==> config.mk <==
export PLATFORM = sky130hd
export DESIGN_NAME = fbha_top
export DESIGN_NICKNAME = d
export VERILOG_FILES = /design/src/fbha_top.v
export VERILOG_INCLUDE_DIRS = /design/src
export SDC_FILE = /design/constraint.sdc
export NUM_CORES = 1
export LEC_CHECK = 0
export ABC_AREA = 1
export BUFFER_PORTS_ARGS = -buffer_cell sky130_fd_sc_hd__clkbuf_2
export CORE_MARGIN = 1
export CORE_UTILIZATION = 55
export CTS_BUF_LIST = sky130_fd_sc_hd__clkbuf_4 sky130_fd_sc_hd__clkbuf_8
export DETAILED_ROUTE_END_ITERATION = 16
export PLACE_DENSITY_LB_ADDON = 0.1
export SLEW_MARGIN = 20
export SYNTH_ARGS = -nofsm -noshare
export SYNTH_HDL_FRONTEND = slang
export SYNTH_SLANG_ARGS = --single-unit
==> constraint.sdc <==
create_clock -name ref_clk -period 26.8 [get_ports ref_clk]
set_input_delay 2.68 -clock ref_clk [delete_from_list [all_inputs] [get_ports ref_clk]]
set_output_delay 2.68 -clock ref_clk [all_outputs]
set_load 0.01 [all_outputs]
==> src/fbha_defines.vh <==
// Purpose: constants for the pixel window access controller
// Assumes: plain port register access, 32-bit data
// Notes:   offsets are word addresses on the plain register port
`ifndef FBHA_DEFINES_VH
`define FBHA_DEFINES_VH
// register offsets
`define FBHA_OFS_ACCESS_CTRL  4'h0
`define FBHA_OFS_PIXEL_MODE   4'h1
`define FBHA_OFS_CONST_DA     4'h2
`define FBHA_OFS_STATUS       4'h3
// access control fields
`define FBHA_FMT_MSB          3
`define FBHA_FMT_LSB          0
`define FBHA_WSEL_MSB         5
`define FBHA_WSEL_LSB         4
`define FBHA_RSEL_MSB         7
`define FBHA_RSEL_LSB         6
`define FBHA_PIPE_BIT         8
`define FBHA_LANE_MSB         10
`define FBHA_LANE_LSB         9
`define FBHA_WSWAP_BIT        11
`define FBHA_WSWZ_BIT         12
`define FBHA_YORG_BIT         13
`define FBHA_WSRC_BIT         14
`define FBHA_RSWAP_BIT        15
`define FBHA_RSWZ_BIT         16
`define FBHA_CTRL_W           17
// pixel mode fields
`define FBHA_PM_CMASK_BIT     9
`define FBHA_PM_ZMASK_BIT     10
`define FBHA_PM_YORG_BIT      17
`define FBHA_PM_ABUF_BIT      18
// reset values
`define FBHA_CTRL_RST         17'h00000
`define FBHA_PM_RST           32'h00000000
`define FBHA_CDA_RST          32'h00000000
// write format codes
`define FBHA_F_565            4'h0
`define FBHA_F_555            4'h1
`define FBHA_F_1555           4'h2
`define FBHA_F_888            4'h4
`define FBHA_F_8888           4'h5
`define FBHA_F_Z565           4'hC
`define FBHA_F_Z555           4'hD
`define FBHA_F_Z1555          4'hE
`define FBHA_F_ZZ             4'hF
`endif

==> src/fbha_top.v <==
// Purpose: host pixel window access: write decode, routing and read return
// Assumes: one clock, inputs synchronous, buffers behind a single-cycle port
// Notes:   each accepted write yields one beat one cycle later, a pixel pair only for 16-bit colour and depth-pair formats
//
// The address map and the address-and-strobe port are this design's own decisions.
`timescale 1ns/100ps
`include "fbha_defines.vh"

module fbha_top
#(
   parameter XW = 10,
   parameter YW = 10
)
(
   input  wire                ref_clk,
   input  wire                reset,
   input  wire [3:0]          reg_addr,
   input  wire [31:0]         reg_wdata,
   input  wire                reg_wr,
   input  wire                reg_rd,
   output reg  [31:0]         reg_rdata,
   input  wire [XW+YW-1:0]    win_offset,
   input  wire [31:0]         win_wdata,
   input  wire                win_wr,
   input  wire                win_rd,
   output reg  [31:0]         win_rdata,
   input  wire [31:0]         buf_rdata,
   output wire [XW-1:0]       buf_raddr_x,
   output wire [YW-1:0]       buf_raddr_y,
   output wire                buf_rd_origin_bottom,
   output wire [1:0]          buf_rd_src,
   output reg                 px_valid_ff,
   output reg                 px_to_pipe_ff,
   output reg  [1:0]          px_buf_ff,
   output reg  [XW-1:0]       px_x_ff,
   output reg  [YW-1:0]       px_y_ff,
   output reg                 px_origin_bottom_ff,
   output reg                 px_pair_ff,
   output reg  [31:0]         px_argb0_ff,
   output reg  [31:0]         px_argb1_ff,
   output reg  [15:0]         px_z0_ff,
   output reg  [15:0]         px_z1_ff,
   output reg                 px_col_we_ff,
   output reg                 px_z_we_ff,
   output reg                 px_a_we_ff,
   output reg  [47:0]         px_w_ff
);

   reg  [`FBHA_CTRL_W-1:0] ctrl_ff;
   reg  [31:0]             pmode_ff;
   reg  [31:0]             cda_ff;
   reg  [7:0]              drop_cnt_ff;

   wire [3:0] fmt     = ctrl_ff[`FBHA_FMT_MSB:`FBHA_FMT_LSB];
   wire [1:0] wsel    = ctrl_ff[`FBHA_WSEL_MSB:`FBHA_WSEL_LSB];
   wire [1:0] lane    = ctrl_ff[`FBHA_LANE_MSB:`FBHA_LANE_LSB];
   wire       pipe_en = ctrl_ff[`FBHA_PIPE_BIT];
   wire       abuf_en = pmode_ff[`FBHA_PM_ABUF_BIT];

   // format classes
   wire f16   = (fmt == `FBHA_F_565) | (fmt == `FBHA_F_555) | (fmt == `FBHA_F_1555);
   wire f32   = (fmt == `FBHA_F_888) | (fmt == `FBHA_F_8888);
   wire fz16  = (fmt == `FBHA_F_Z565) | (fmt == `FBHA_F_Z555) | (fmt == `FBHA_F_Z1555);
   wire fzz   = (fmt == `FBHA_F_ZZ);
   wire fmt_ok = f16 | f32 | fz16 | fzz;
   wire sel_ok = ~wsel[1];
   wire accept = win_wr & fmt_ok & sel_ok;

   // swizzle first, then word swap, then lanes; swap skipped for 32-bit colour
   wire [31:0] swz;
   wire [31:0] swp;
   wire        do_swap = ctrl_ff[`FBHA_WSWAP_BIT] & ~f32;
   fbha_byte_rev #(.NB(4)) i_fbha_byte_rev_wr
   (
      .d  (win_wdata),
      .en (ctrl_ff[`FBHA_WSWZ_BIT]),
      .q  (swz)
   );
   fbha_half_swap #(.HW(16)) i_fbha_half_swap_wr
   (
      .d  (swz),
      .en (do_swap),
      .q  (swp)
   );
   wire [15:0] hi  = swp[31:16];
   wire [15:0] lo  = swp[15:0];

   // 16-bit colour expand to 8-bit ARGB with lane order
   function [31:0] fbha_c16;
      input [15:0] d;
      input [3:0]  f;
      input [1:0]  ln;
      input [7:0]  ka;
      reg   [4:0]  c0, c2;
      reg   [5:0]  c1;
      reg          ab;
      reg   [7:0]  r, b, a;
      begin
         if (f[1:0] == 2'h0)
         begin
            c0 = d[15:11];
            c1 = d[10:5];
            c2 = d[4:0];
            ab = 1'b0;
         end
         else if (ln[1])
         begin
            c0 = d[15:11];
            c1 = {d[10:6], d[10]};
            c2 = d[5:1];
            ab = d[0];
         end
         else
         begin
            c0 = d[14:10];
            c1 = {d[9:5], d[9]};
            c2 = d[4:0];
            ab = d[15];
         end
         r = ln[0] ? {c2, c2[4:2]} : {c0, c0[4:2]};
         b = ln[0] ? {c0, c0[4:2]} : {c2, c2[4:2]};
         a = (f[1:0] == 2'h2) ? {8{ab}} : ka;
         fbha_c16 = {a, r, c1, c1[5:4], b};
      end
   endfunction

   // 32-bit colour with lane order
   function [31:0] fbha_c32;
      input [31:0] d;
      input [1:0]  ln;
      input        has_a;
      input [7:0]  ka;
      reg   [7:0]  a, x, g, y;
      begin
         if (ln[1])
         begin
            x = d[31:24];
            g = d[23:16];
            y = d[15:8];
            a = d[7:0];
         end
         else
         begin
            a = d[31:24];
            x = d[23:16];
            g = d[15:8];
            y = d[7:0];
         end
         fbha_c32 = {(has_a ? a : ka), (ln[0] ? y : x), g, (ln[0] ? x : y)};
      end
   endfunction

   wire [7:0]  k_a  = cda_ff[31:24];
   wire [15:0] k_z  = cda_ff[15:0];
   wire [15:0] cpx  = fz16 ? lo : 16'h0000;
   wire [15:0] wz   = fz16 ? hi : k_z;
   wire [31:0] col0 = f32 ? fbha_c32(swp, lane, (fmt == `FBHA_F_8888), k_a) :
                      fbha_c16(f16 ? lo : cpx, fmt, lane, k_a);
   wire [31:0] col1 = fbha_c16(hi, fmt, lane, k_a);
   wire        has_a = (fmt == `FBHA_F_1555) | (fmt == `FBHA_F_8888) |
                       (fmt == `FBHA_F_Z1555);

   // offset to screen position; x taken as given, not forced even for two-pixel formats
   wire [XW-1:0] off_x = win_offset[XW-1:0];
   wire [YW-1:0] off_y = win_offset[XW+YW-1:XW];

   // write beat register: routing decided here
   always @(posedge ref_clk or posedge reset)
   begin
      if (reset)
      begin
         px_valid_ff         <= 1'b0;
         px_to_pipe_ff       <= 1'b0;
         px_buf_ff           <= 2'h0;
         px_x_ff             <= {XW{1'b0}};
         px_y_ff             <= {YW{1'b0}};
         px_origin_bottom_ff <= 1'b0;
         px_pair_ff          <= 1'b0;
         px_argb0_ff         <= 32'h00000000;
         px_argb1_ff         <= 32'h00000000;
         px_z0_ff            <= 16'h0000;
         px_z1_ff            <= 16'h0000;
         px_col_we_ff        <= 1'b0;
         px_z_we_ff          <= 1'b0;
         px_a_we_ff          <= 1'b0;
         px_w_ff             <= 48'h000000000000;
      end
      else
      begin
         px_valid_ff   <= accept;
         px_to_pipe_ff <= pipe_en;
         px_buf_ff     <= wsel;
         px_x_ff       <= off_x;
         px_y_ff       <= off_y;
         // pipeline uses pixel mode origin, bypass uses access origin
         px_origin_bottom_ff <= pipe_en ? pmode_ff[`FBHA_PM_YORG_BIT] :
                                          ctrl_ff[`FBHA_YORG_BIT];
         px_pair_ff    <= f16 | fzz;
         // pixel 0 is the left pixel (low half after swap), pixel 1 the right
         px_argb0_ff   <= col0;
         px_argb1_ff   <= col1;
         px_z0_ff      <= fzz ? lo : wz;
         px_z1_ff      <= fzz ? hi : wz;
         if (pipe_en)
         begin
            // pipeline applies the pixel mode masks itself
            px_col_we_ff <= 1'b1;
            px_z_we_ff   <= 1'b1;
            px_a_we_ff   <= 1'b1;
            px_w_ff      <= {16'h0000, (ctrl_ff[`FBHA_WSRC_BIT] ? k_z :
                                        (fzz ? lo : wz)), 16'h0000};
         end
         else
         begin
            // masks of pixel mode ignored on purpose in bypass
            px_col_we_ff <= ~fzz;
            px_z_we_ff   <= fzz | (fz16 & ~((fmt == `FBHA_F_Z1555) & abuf_en));
            px_a_we_ff   <= has_a & abuf_en;
            px_w_ff      <= 48'h000000000000;
         end
      end
   end

   // read path: own swap and swizzle, write swizzle bit not used
   wire [31:0] rd_swp;
   wire [31:0] rd_swz;
   fbha_half_swap #(.HW(16)) i_fbha_half_swap_rd
   (
      .d  (buf_rdata),
      .en (ctrl_ff[`FBHA_RSWAP_BIT]),
      .q  (rd_swp)
   );
   fbha_byte_rev #(.NB(4)) i_fbha_byte_rev_rd
   (
      .d  (rd_swp),
      .en (ctrl_ff[`FBHA_RSWZ_BIT]),
      .q  (rd_swz)
   );
   assign buf_raddr_x          = off_x;
   assign buf_raddr_y          = off_y;
   assign buf_rd_origin_bottom = ctrl_ff[`FBHA_YORG_BIT];
   assign buf_rd_src           = ctrl_ff[`FBHA_RSEL_MSB:`FBHA_RSEL_LSB];

   // window read data: reserved read source returns zero
   always @(posedge ref_clk or posedge reset)
   begin
      if (reset)
         win_rdata <= 32'h00000000;
      else if (win_rd)
         win_rdata <= (buf_rd_src == 2'h3) ? 32'h00000000 : rd_swz;
   end

   // registers and dropped-write counter
   always @(posedge ref_clk or posedge reset)
   begin
      if (reset)
      begin
         ctrl_ff     <= `FBHA_CTRL_RST;
         pmode_ff    <= `FBHA_PM_RST;
         cda_ff      <= `FBHA_CDA_RST;
         drop_cnt_ff <= 8'h00;
      end
      else
      begin
         if (reg_wr & (reg_addr == `FBHA_OFS_ACCESS_CTRL))
            ctrl_ff <= reg_wdata[`FBHA_CTRL_W-1:0];
         if (reg_wr & (reg_addr == `FBHA_OFS_PIXEL_MODE))
            pmode_ff <= reg_wdata;
         if (reg_wr & (reg_addr == `FBHA_OFS_CONST_DA))
            cda_ff <= reg_wdata;
         if (win_wr & ~accept & (drop_cnt_ff != 8'hFF))
            drop_cnt_ff <= drop_cnt_ff + 8'h01;
      end
   end

   // register read, one cycle later; unmapped reads as zero
   always @(posedge ref_clk or posedge reset)
   begin
      if (reset)
         reg_rdata <= 32'h00000000;
      else if (reg_rd)
      begin
         case (reg_addr)
            `FBHA_OFS_ACCESS_CTRL: reg_rdata <= {15'h0000, ctrl_ff};
            `FBHA_OFS_PIXEL_MODE:  reg_rdata <= pmode_ff;
            `FBHA_OFS_CONST_DA:    reg_rdata <= cda_ff;
            `FBHA_OFS_STATUS:      reg_rdata <= {22'h000000, ~sel_ok, ~fmt_ok, drop_cnt_ff};
            default:               reg_rdata <= 32'h00000000;
         endcase
      end
   end

endmodule // fbha_top

// byte order reversal, shared by the write and read data paths
module fbha_byte_rev
#(
   parameter NB = 4
)
(
   input  wire [8*NB-1:0] d,
   input  wire            en,
   output wire [8*NB-1:0] q
);

   wire [8*NB-1:0] rev;
   genvar          k;

   // byte k of the result is byte NB-1-k of the input
   generate
      for (k = 0; k < NB; k = k + 1)
      begin : g_byte
         assign rev[8*k +: 8] = d[8*(NB-1-k) +: 8];
      end
   endgenerate

   // a plain mux keeps the disabled path free of any reordering
   assign q = en ? rev : d;

endmodule // fbha_byte_rev

// half-word exchange; callers decide when it is allowed
module fbha_half_swap
#(
   parameter HW = 16
)
(
   input  wire [2*HW-1:0] d,
   input  wire            en,
   output wire [2*HW-1:0] q
);

   // upper and lower halves trade places when enabled
   assign q = en ? {d[HW-1:0], d[2*HW-1:HW]} : d;

endmodule // fbha_half_swap

* Word level (Yosys, flattened, before mapping)
Cells that the tools add are included.
Storage, ports and cells: output and inout bits 260, word-level logic and storage cells 115, flip-flop bits (word level) 326, input port bits 126
Operators by class: add/sub/neg operators 1, mux-type cells 47, reduce and logical (&&, ||, !) cells 3, equal/unequal tests 14, bitwise gates (word level) 29
Operators with widths (count):
- $mux 32 | 7
- $pmux 32 s4 | 1
- $mux 8 | 13
- $mux 16 | 6
- $mux 5 | 8
- $mux 6 | 4
- $eq 4x4->1 const B | 4
- $eq 4x2->1 const B | 3
- $or 1x1->1 | 12
- $and 1x1->1 | 11
- $add 8x1->8 const B | 1
- $eq 4x1->1 const B | 2
- $eq 4x3->1 const B | 2
- $logic_not 4->1 | 2
- $mux 1 | 8
- $ne 8x8->1 const B | 1
- $not 1->1 | 6
- $eq 2x2->1 const B | 2
- $logic_not 2->1 | 1

* Logic depth before layout (Yosys ltp)
Gate-level depths: netlist of the first run.
depth in word-level cells 11, depth in mapped cells 14, gate-level depth less buffers 12

* By module
Synthesis of the first run repeated with hierarchy kept, for this count alone.
Second synthesis, totals: cell total of the unflattened synthesis 1965, area total of the unflattened synthesis 15000.6 sq um
By module, submodules not included:
- fbha_top | sequential area each 7156.9 sq um, cells each 1549, area each 13018.7 sq um, times used 1
- fbha_half_swap | sequential area each 0.0 sq um, cells each 104, area each 496.7 sq um, times used 2
- fbha_byte_rev | sequential area each 0.0 sq um, cells each 104, area each 494.2 sq um, times used 2

* Worst setup path before layout of the first run
No wires, ideal clock.
path kind input to output, start input port win_offset[0], end output port buf_raddr_x[0], setup slack 21.321 ns, data arrival time 2.799 ns, buffers on the path 1, required time 24.120 ns, stages on the path 1, cell sequence buf_4
RTL lines:
- from (decl) | RTL line fbha_top.v:22 | input wire [XW+YW-1:0] win_offset,
- to (decl) | RTL line fbha_top.v:28 | output wire [XW-1:0] buf_raddr_x,
No word-level cell between the ends.

* Worst setup path in the final report of the first run
start input port win_offset[12], end output port buf_raddr_y[2]
RTL lines:
- to (decl) | RTL line fbha_top.v:29 | output wire [YW-1:0] buf_raddr_y,
No word-level cell between the ends.

==> results of run 1 <==
## final cells by class
type                    instances  area, um2  area share, %
flip-flops and latches        286       7158          41.74
multi-input cells            1256       5758          33.57
repair buffers                364       1866          10.88
clock buffers                  74      974.7          5.683
inverters                     231      874.6          5.100
well taps                     335      419.2          2.444
clock inverters                 8      100.1         0.5836
## metal layers
metal,up-vias,part of all wire [%]
li1,6578,-
met1,6603,41
met2,686,47
met3,94,8.2
met4,0,3.7
met5,-,0
## cells in the final DEF (no fill, tap or decap), types with 26 or more instances in the layout
master / netlist / routed
a21oi_1: 26 / 26
o32ai_1: 32 / 32
nand3_1: 237 / 237
nand2_1: 562 / 561
inv_1: 223 / 221
clkbuf_2: 0 / 353
dfrtp_1: 286 / 285
conb_1: 1 / 32
nor2_1: 95 / 95
o21ai_0: 206 / 206
clkbuf_8: 0 / 67
## power groups by stage
stage	clock network [mW]	registers, mW	logic, mW
after CTS	0.430	0.608	0.520
after global placement	0	0.612	0.510
after global routing	0.447	0.620	0.583
after detailed placement	0	0.615	0.518
after floorplan	0	0.628	0.304
final	0.422	0.608	0.526
## cells by family (layout without fill, tap and decap cells)
group | count (synthesis) | count (layout) | share of synthesized area [%]
adder cells (fa/ha/maj) | 1 | 1 | 0.08574
XOR/XNOR | 7 | 7 | 0.4202
multiplexers | 10 | 10 | 0.7718
buffers and inverters | 398 | 677 | 12.33
flip-flops | 286 | 286 | 49.05
AO/OA/AOI/OAI | 292 | 292 | 11.33
other | 1 | 32 | 0.02570
AND/OR/NAND/NOR | 914 | 914 | 25.98
## flip-flops by register name, summed over array words and instances, names as in the netlist, 2 cells and up
name and count:
drop_cnt_ff 8, px_argb1_ff 24, px_y_ff 10, px_buf_ff 2
px_x_ff 10, px_z1_ff 16, px_argb0_ff 32, px_w_ff 16
pmode_ff 32, px_z0_ff 16, reg_rdata 32, cda_ff 32
win_rdata 32, ctrl_ff 17
## per-stage QoR
step	setup slack (ns)	util [%]	cells
5_1_grt	21.16	65.81	2554
2_1_floorplan	16.23	-	1940
3_5_place_dp	21.13	61.57	2471
3_3_place_gp	21.17	61.57	2471
4_1_cts	21.17	65.70	2553
6_report	21.18	65.81	2554
## final timing paths
kind,start,end,slack [ns],depth (start not counted)
worst min register to register,ctrl_ff[4],px_buf_ff[0],0.44,0
worst min-delay path,ctrl_ff[4],px_buf_ff[0],0.44,0
worst max-delay path,win_offset[12],buf_raddr_y[2],21.18,2
min in group asynchronous,reset,px_argb0_ff[3],2.34,2
max in group asynchronous,reset,px_z1_ff[13],22.96,3
worst max register to register,ctrl_ff[3],px_argb1_ff[6],23.61,9
==> run metrics, run 1 <==
CP dominant cell by count=clkbuf_2; Slew HR=a little under a quarter; internal power=0.9568 mW; largest net degree at the start of global routing=131; FP Rows=approximately 60; Setup TNS Final=0 ns; Synth-to-Final Area Change=17.55%; CP Cell Sequence=clkbuf_2 -> clkbuf_2; num ports=a little under 400; setup violators final=0; Fin Hold WS=approximately 0.44 ns; M1 GR Usage=between 40% and 50%; drt first pass iters=6; setup bufs post-CTS=0; vias in the first global route=about 13000; RSZ-0062 raised after global routing=false; sequential power share=between 30% and 40%; GRT busiest layer=met2; ys async rst share=100.0%; Clock Path Buffers=3; Seq cells post-synth=around 290; Die Area=~27000 um2; # resized after CTS=0; GRT met3 Usage=approximately 5.3%; register area share after synthesis=between 40% and 50%; worst-margin pin slew=around 1.2 ns; Max IR drop VDD=approximately 0.069 mV; CP Launch Type=input port; Crit Path Max Fanout=2; Root Buffer=clkbuf_8; Initial Utilization=a little under three fifths; CP Capture Type=output pin; area leader, netlist=dfrtp_1; WL/cell=between 15 and 20 um; DP Wirelength=roughly 34000 um; ANT cells=0; initial antenna violation count=0; Slew Viols, Final=0; crit path DAT=2.94 ns; Hold Fails Final Rpt=0; fill count=between 2000 and 2500; Post-CTS Hold Buffers=0; H-tree depth=2; MaxCap Viol Count=0; post-layout min period=about 5.6 ns; cell leakage power=9.537 nW; routing usage on met2=53.06%; Core ar.=around 26000 um2; Post-DP Area=~16000 um2; clock latency on the worst-skew pair=approximately 0.54 ns; Psw=between 0.6 and 0.7 mW; Power Dens Cells=90.78 nW/um2; synthesized instance count=~1900; first-pass GRT wire length=approximately 70000 um; EDFF count, synth=0; synthesized cell area=around 15000 um2; critical path class=input port to output pin; status=finished, final reports clean; Power, Total=1.557 mW; CTS Buf Count=47; Vias/cell=around 5.5; die height=between 150 and 200 um; Sink Count=roughly 290; Tot GR Track Use=approximately a third; slowest stage delay, CP=0.17 ns; DR iter-0 viols=1402; # nets final=around 2300; cell family with most CP delay=buffers and inverters; GR Overflow Total=0; Ys Warns=0; Port Buffers=around 350; crit share post-route=between 20% and 30%; share of layout cells above drive strength 1=roughly a fifth; top post-synthesis cells by count=nand2_1 (562), dfrtp_1 (286), nand3_1 (237), inv_1 (223), o21ai_0 (206); top cells by area, synth=dfrtp_1 (49%), nand2_1 (14%), nand3_1 (8.1%); switching part of the total=between 30% and 40%; Buf/Inv on CP=2; ys flop type=dfrtp_1; drt total wl=roughly 46000 um; Slowest-stage cell, CP=clkbuf_2; CTS tree=done; share of the synthesized area in the top cell type=49.05%; clock slew at reported path FFs=about 0.06 ns; Peak Freq=177.9 MHz; HP Class=register to register; Combinational Power Share=between 30% and 40%; DRT antenna net count=0; skew final=between 0.01 and 0.015 ns; DRC viols=0; Die X-Extent=approximately 160 um; CP required=roughly 24 ns; via count=~14000; post-route cell area=17150 um2; most numerous cell in the Yosys netlist=nand2_1; Clock power frac=between 20% and 30%; gpl congestion=1.021; Syn Area/Cell=7.643 um2; library cells used by synthesis=33
Note: power is estimated with default switching activity, not from simulation.
==> run 2: changes to the inputs <==
Settings changed: CORE_UTILIZATION 55 to 50.
Clock period 26.8 ns to 5.1 ns, I/O delays scaled along.
==> run metrics, run 2 (synthesis gave the netlist of run 1 again) <==
Hold Fails Final Rpt=0 (unchanged); via count=13820 (was 13960); DRC viols=0 (unchanged); gpl congestion=1.029 (was 1.021); FP Rows=62 (was 59); Slew Viols, Final=0 (unchanged); Worst Setup SP=ctrl_ff[3] (was win_offset[12]); Tot GR Track Use=31.53% (was 33.54%); Die Area=29870 um2 (was 27180 um2); drt total wl=47230 um (was 45770 um); die height=172.8 um (was 164.9 um); skew final=0.02680 ns (was 0.01458 ns); Max IR drop VDD=0.2912 mV (was 0.06921 mV); Power, Total=8.184 mW (was 1.557 mW); num ports=386 (unchanged); Peak Freq=between 300 and 400 MHz; critical path class=register to register (was input port to output pin); most frequent cells in the layout=nand2_1 (560), clkbuf_2 (353), dfrtp_1 (285), nand3_1 (237), inv_1 (222) (was nand2_1 (561), clkbuf_2 (353), dfrtp_1 (285), nand3_1 (237), inv_1 (221)); CP Launch Type=register (was input port); # resized after CTS=0 (unchanged); GR Overflow Total=0 (unchanged); Core ar.=28700 um2 (was 26060 um2); Post-CTS Hold Buffers=0 (unchanged); HP Class=input port to register (was register to register); Buf/Inv on CP=3 (was 2); crit path DAT=3.29 ns (was 2.94 ns); Port Buffers=353 (unchanged); first-pass GRT wire length=73330 um (was 69500 um); slowest stage delay, CP=0.49 ns (was 0.17 ns); CTS Buf Count=47 (unchanged); hold_sp=win_offset[14] (was ctrl_ff[4]); Root Buffer=clkbuf_8 (unchanged); clock slew at reported path FFs=0.06 ns (about the same); # nets final=2321 (was 2313); status=finished, final reports clean (unchanged); DP Wirelength=35140 um (was 33650 um); WL/cell=18.08 um (was 17.92 um); H-tree depth=2 (unchanged); post-route insts no fill=2612 (was 2554); worst-margin pin slew=1.093 ns (was 1.161 ns); cell family with most CP delay=simple AND/OR/NAND/NOR gates (was buffers and inverters); Reg2Reg Setup Slack=2.24 ns (was 23.61 ns); largest net degree at the start of global routing=74 (was 131); Die X-Extent=172.8 um (was 164.9 um); DR iter-0 viols=1279 (was 1402); Crit Path Max Fanout=51 (was 2); clock latency on the worst-skew pair=0.56 ns (was 0.54 ns); CTS tree=done (unchanged); CP required=5.53 ns (was 24.12 ns); commonest non-fill, non-tap cell in the layout=nand2_1 (unchanged); worst r2r src=ctrl_ff[3] (unchanged); DRT antenna net count=0 (unchanged); Clock Path Buffers=3 (unchanged); post-layout min period=about 2.9 ns; CP Cell Sequence=inv_1 -> nand3_2 -> buf_4 -> nand2_2 -> buf_4 -> nand2_1 -> nand2_1 -> nand2_1 -> nand2_1 -> nand2_1 -> nand2_1 -> nand2_1 -> nand2_1 (was clkbuf_2 -> clkbuf_2); MaxCap Viol Count=0 (unchanged); fin util=60.13% (was 65.81%); fill count=2732 (was 2287); Slew HR=26.55% (was 22.51%); drt first pass iters=5 (was 6); Slowest-stage cell, CP=buf_4 (was clkbuf_2); Power Dens Cells=474.2 nW/um2 (was 90.78 nW/um2); ANT cells=0 (unchanged); CP dominant cell by count=nand2_1 (was clkbuf_2); cell leakage power=9.565 nW (was 9.537 nW); CP Capture Type=register (was output pin); share of layout cells above drive strength 1=21.59% (was 21.32%); vias in the first global route=12970 (was 12700); setup bufs post-CTS=0 (unchanged); initial antenna violation count=0 (unchanged); RSZ-0062 raised after global routing=false (unchanged); setup violators final=0 (unchanged); crit share post-route=approximately 56%; Initial Utilization=50.83% (was 55.99%); dpl cells=2529 (was 2471); Synth-to-Final Area Change=18.29% (was 17.55%); Vias/cell=5.291 (was 5.466); Sink Count=286 (unchanged); Setup TNS Final=0 ns (unchanged)
-- run 2: metrics by stage --
stage	hold WS [ns]	cell area (um2)	setup slack, ns
floorplan	0.3744	14710	0.7988
global placement	0.4002	16200	1.892
detailed placement	0.3936	16200	1.736
CTS	0.04945	17250	2.291
global route	0.05507	17260	1.921
finish	0.07019	17260	2.237
-- run 2: worst paths after layout --
kind	to	depth (start not counted)
setup / recovery	px_argb0_ff[28]	13
hold / removal	px_y_ff[4]	1
setup reg to reg	px_argb0_ff[28]	13
hold reg to reg	px_buf_ff[0]	0
max in group asynchronous	px_argb0_ff[20]	3
min in group asynchronous	px_argb0_ff[26]	2
-- run 2: per-layer routing --
metal | wire, um | track usage, % | vias to the layer above
met4 | 1366 | 10.77 | 0
met1 | 20360 | 43.99 | 6512
met2 | 21870 | 49.70 | 631
li1 | - | - | 6591
met5 | 0 | 0 | -
met3 | 3642 | 5.673 | 87
-- run 2: layout make-up --
| class | instances | area [um2] | area share (%) |
|---|---|---|---|
| multi-input cells | 1256 | 5761 | 33.38 |
| repair buffers | 372 | 1934 | 11.21 |
| flip-flops and latches | 286 | 7158 | 41.47 |
| clock inverters | 15 | 162.7 | 0.9424 |
| well taps | 384 | 480.5 | 2.784 |
| clock buffers | 68 | 892.1 | 5.169 |
| inverters | 231 | 870.8 | 5.046 |
-- run 2: power breakdown --
group / internal, mW / total (mW) / switching (mW) / leakage [nW]
clock network: 1.28 / 2.20 / 0.922 / 0.559
registers: 2.83 / 3.19 / 0.366 / 3.61
logic: 0.896 / 2.79 / 1.89 / 5.39
total: 5.00 / 8.18 / 3.18 / 9.56
==> run 3: changes to the inputs <==
Settings changed: ABC_AREA 1 to 0, CORE_UTILIZATION 50 to 49.
Clock period 5.1 ns to 2.35 ns, I/O delays scaled along.
==> run metrics, run 3 <==
status=finished, final reports clean (unchanged); DRC viols=0 (unchanged); crit share post-route=99.74% (was 56.13%); Ys Warns=0 (unchanged); Combinational Power Share=39.8% (was 34.1%); CP required=2.79 ns (was 5.53 ns); EDFF count, synth=0 (unchanged); Hold EP=px_valid_ff (was px_y_ff[4]); DR iter-0 viols=879 (was 1279); CP Capture Type=register (unchanged); Hold Fails Final Rpt=0 (unchanged); clock latency on the worst-skew pair=0.56 ns (about the same); share of the synthesized area in the top cell type=50.80% (was 49.05%); Sink Count=286 (unchanged); RSZ-0062 raised after global routing=true (was false); Min-Delay Path Depth=3 (was 1); ys async rst share=100.0% (unchanged); via count=12070 (was 13820); Port Buffers=353 (unchanged); Die Area=29430 um2 (was 29870 um2); Tot GR Track Use=32.00% (was 31.53%); Slew Viols, Final=0 (unchanged); Synth-to-Final Area Change=31.39% (was 18.29%); Crit Path Max Fanout=6 (was 51); DRT antenna net count=0 (unchanged); synthesized instance count=1285 (was 1909); worst-margin pin slew=1.038 ns (was 1.093 ns); drt first pass iters=5 (unchanged); FP Rows=61 (was 62); setup violators final=0 (unchanged); gpl congestion=0.9735 (was 1.029); sequential power share=37.1% (was 39.0%); initial antenna violation count=1 (was 0); Core ar.=28010 um2 (was 28700 um2); Root Buffer=clkbuf_8 (unchanged); Reg2Reg Setup Slack=0.006 ns (was 2.24 ns); CTS tree=done (unchanged); Setup TNS Final=0 ns (unchanged); vias in the first global route=11740 (was 12970); fill count=2262 (was 2732); cell leakage power=8.983 nW (was 9.565 nW); HP Class=input port to register (unchanged); hold_sp=win_wr (was win_offset[14]); dpl cells=2029 (was 2529); num ports=386 (unchanged); internal power=12.09 mW (was 5.004 mW); Slew HR=30.78% (was 26.55%); commonest non-fill, non-tap cell in the layout=clkbuf_2 (was nand2_1); Syn Area/Cell=10.96 um2 (was 7.643 um2); register area share after synthesis=50.80% (was 49.05%); share of layout cells above drive strength 1=42.71% (was 21.59%); # nets final=1887 (was 2321); Peak Freq=426.6 MHz (was 349.3 MHz); top post-synthesis cells by count=dfrtp_1 (286), mux2_2 (110), nand2_1 (109), mux2i_1 (84), o22ai_1 (76) (was nand2_1 (562), dfrtp_1 (286), nand3_1 (237), inv_1 (223), o21ai_0 (206)); CP Launch Type=register (unchanged); largest net degree at the start of global routing=81 (was 74); CTS Buf Count=47 (unchanged); Vias/cell=5.567 (was 5.291); Initial Utilization=50.30% (was 50.83%); most frequent cells in the layout=clkbuf_2 (353), dfrtp_1 (283), buf_4 (131), mux2_2 (108), nand2_1 (107) (was nand2_1 (560), clkbuf_2 (353), dfrtp_1 (285), nand3_1 (237), inv_1 (222)); Seq cells post-synth=286 (unchanged); Fin Hold WS=0.07323 ns (was 0.07019 ns); H-tree depth=2 (unchanged); Clock Path Buffers=3 (unchanged); Final WS setup=0.006139 ns (was 2.237 ns); clock slew at reported path FFs=0.06 ns (about the same); Clock power frac=23.1% (was 26.9%); library cells used by synthesis=61 (was 33); ys flop type=dfrtp_1 (unchanged); worst r2r src=ctrl_ff[3] (unchanged); GR Overflow Total=0 (unchanged); first-pass GRT wire length=70270 um (was 73330 um); post-layout min period=2.344 ns (was 2.863 ns); Psw=6.995 mW (was 3.180 mW); drt total wl=47090 um (was 47230 um); pre-CTS setup slack=-0.1349 ns (was 1.736 ns); Die X-Extent=171.6 um (was 172.8 um); top cells by area, synth=dfrtp_1 (51%), mux2_2 (8.8%), mux2i_1 (6.0%) (was dfrtp_1 (49%), nand2_1 (14%), nand3_1 (8.1%)); post-route insts no fill=2168 (was 2612); MaxCap Viol Count=0 (unchanged); skew final=0.01652 ns (was 0.02680 ns); switching part of the total=36.65% (was 38.85%); WL/cell=21.72 um (was 18.08 um); area leader, netlist=dfrtp_1 (unchanged); worst reg2reg path depth=6 (was 13); most numerous cell in the Yosys netlist=dfrtp_1 (was nand2_1); Power Dens Cells=1031 nW/um2 (was 474.2 nW/um2); r2r endpoint=px_argb0_ff[20] (was px_argb0_ff[28]); synthesized cell area=14090 um2 (was 14590 um2); crit path DAT=2.79 ns (was 3.29 ns); DP Wirelength=34730 um (was 35140 um); die height=171.6 um (was 172.8 um); critical path class=register to register (unchanged); Max IR drop VDD=0.6047 mV (was 0.2912 mV)
run 3: cell count changes after synthesis, moves of 32 or more:
cell / delta
nand2_1: -453
nand3_1: -232
inv_1: -155
o21ai_0: -138
mux2_2: +100
mux2i_1: +84
o22ai_1: +76
nor2_1: -50
a21oi_1: +35
o32ai_1: -32
run 3: layer usage:
metal | vias up | track usage (%) | routed length (um)
met5 | - | 0 | 0
met4 | 0 | 12.27 | 1710
met3 | 101 | 6.880 | 3379
met2 | 509 | 51.24 | 22310
met1 | 5975 | 42.53 | 19690
li1 | 5484 | - | -
run 3: critical path, cell delays in order (launching register included):
cell and delay [ns]:
dfrtp_1 0.38, or3b_4 0.48, and2_4 0.24, mux4_2 0.44, a22o_1 0.19, a211o_1 0.23, mux2_2 0.27
run 3: cell families (layout without fill, tap and decap cells):
group	Yosys count	after routing	synth area share (%)
and+or+nand+nor	240	241	8.197
buffers and inverters	223	695	7.682
xor gates and xnor gates	10	10	0.6217
DFF	286	286	50.80
AOI/OAI and AO/OA	302	302	13.44
adders and majority gates	2	2	0.1598
muxes	221	221	19.08
other	1	33	0.02662
run 3: final cells by class:
class / instances / area [um2] / share of cell area, %
sequential: 286 / 7161 / 38.68
multi-input combinational: 808 / 6195 / 33.46
timing repair buffer: 549 / 3477 / 18.78
clock buffer: 73 / 885.9 / 4.785
tap: 378 / 473.0 / 2.555
inverter: 68 / 259.0 / 1.399
clock inverter: 5 / 58.81 / 0.3177
antenna: 1 / 2.502 / 0.01352
run 3: stage by stage:
stage | total power [mW] | utilization [%] | area (um2)
floorplan | 10.99 | - | 14220
global placement | 14.23 | 59.86 | 16770
detailed placement | 14.34 | 59.86 | 16770
CTS | 18.90 | 65.34 | 18300
global route | 20.10 | 66.09 | 18510
finish | 19.09 | 66.09 | 18510
run 3: power by group through the flow:
stage	Combinational (mW)	Clock (mW)	Sequential [mW]
after floorplan	3.73	0	7.26
after global placement	7.11	0	7.12
after detailed placement	7.19	0	7.15
after CTS	7.35	4.48	7.08
after global routing	8.19	4.69	7.22
final	7.60	4.41	7.08
run 3: worst max-delay path by stage:
stage,cells past startpoint,end,slack (ns),startpoint
6_report,6,px_argb0_ff[20],0.006,ctrl_ff[3]
5_1_grt,7,px_argb0_ff[3],-0.06,ctrl_ff[3]
4_1_cts,8,px_argb0_ff[20],0.003,ctrl_ff[1]
3_5_place_dp,6,px_argb0_ff[7],-0.13,ctrl_ff[1]
3_3_place_gp,6,px_argb0_ff[7],-0.14,ctrl_ff[1]
2_1_floorplan,1,cda_ff[0],-1.68,reset
run 3: timing repair:
| action | 4_1_cts | 5_1_grt |
|---|---|---|
| gates resized for setup | 10 | 40 |
| endpoints found under the hold margin | 111 | 0 |
| pin swaps | 1 | 8 |
| cloned | 1 | 0 |
| endpoints found under the setup margin | 42 | 47 |
| setup buffers | 1 | 5 |
| hold buffers | 53 | 0 |
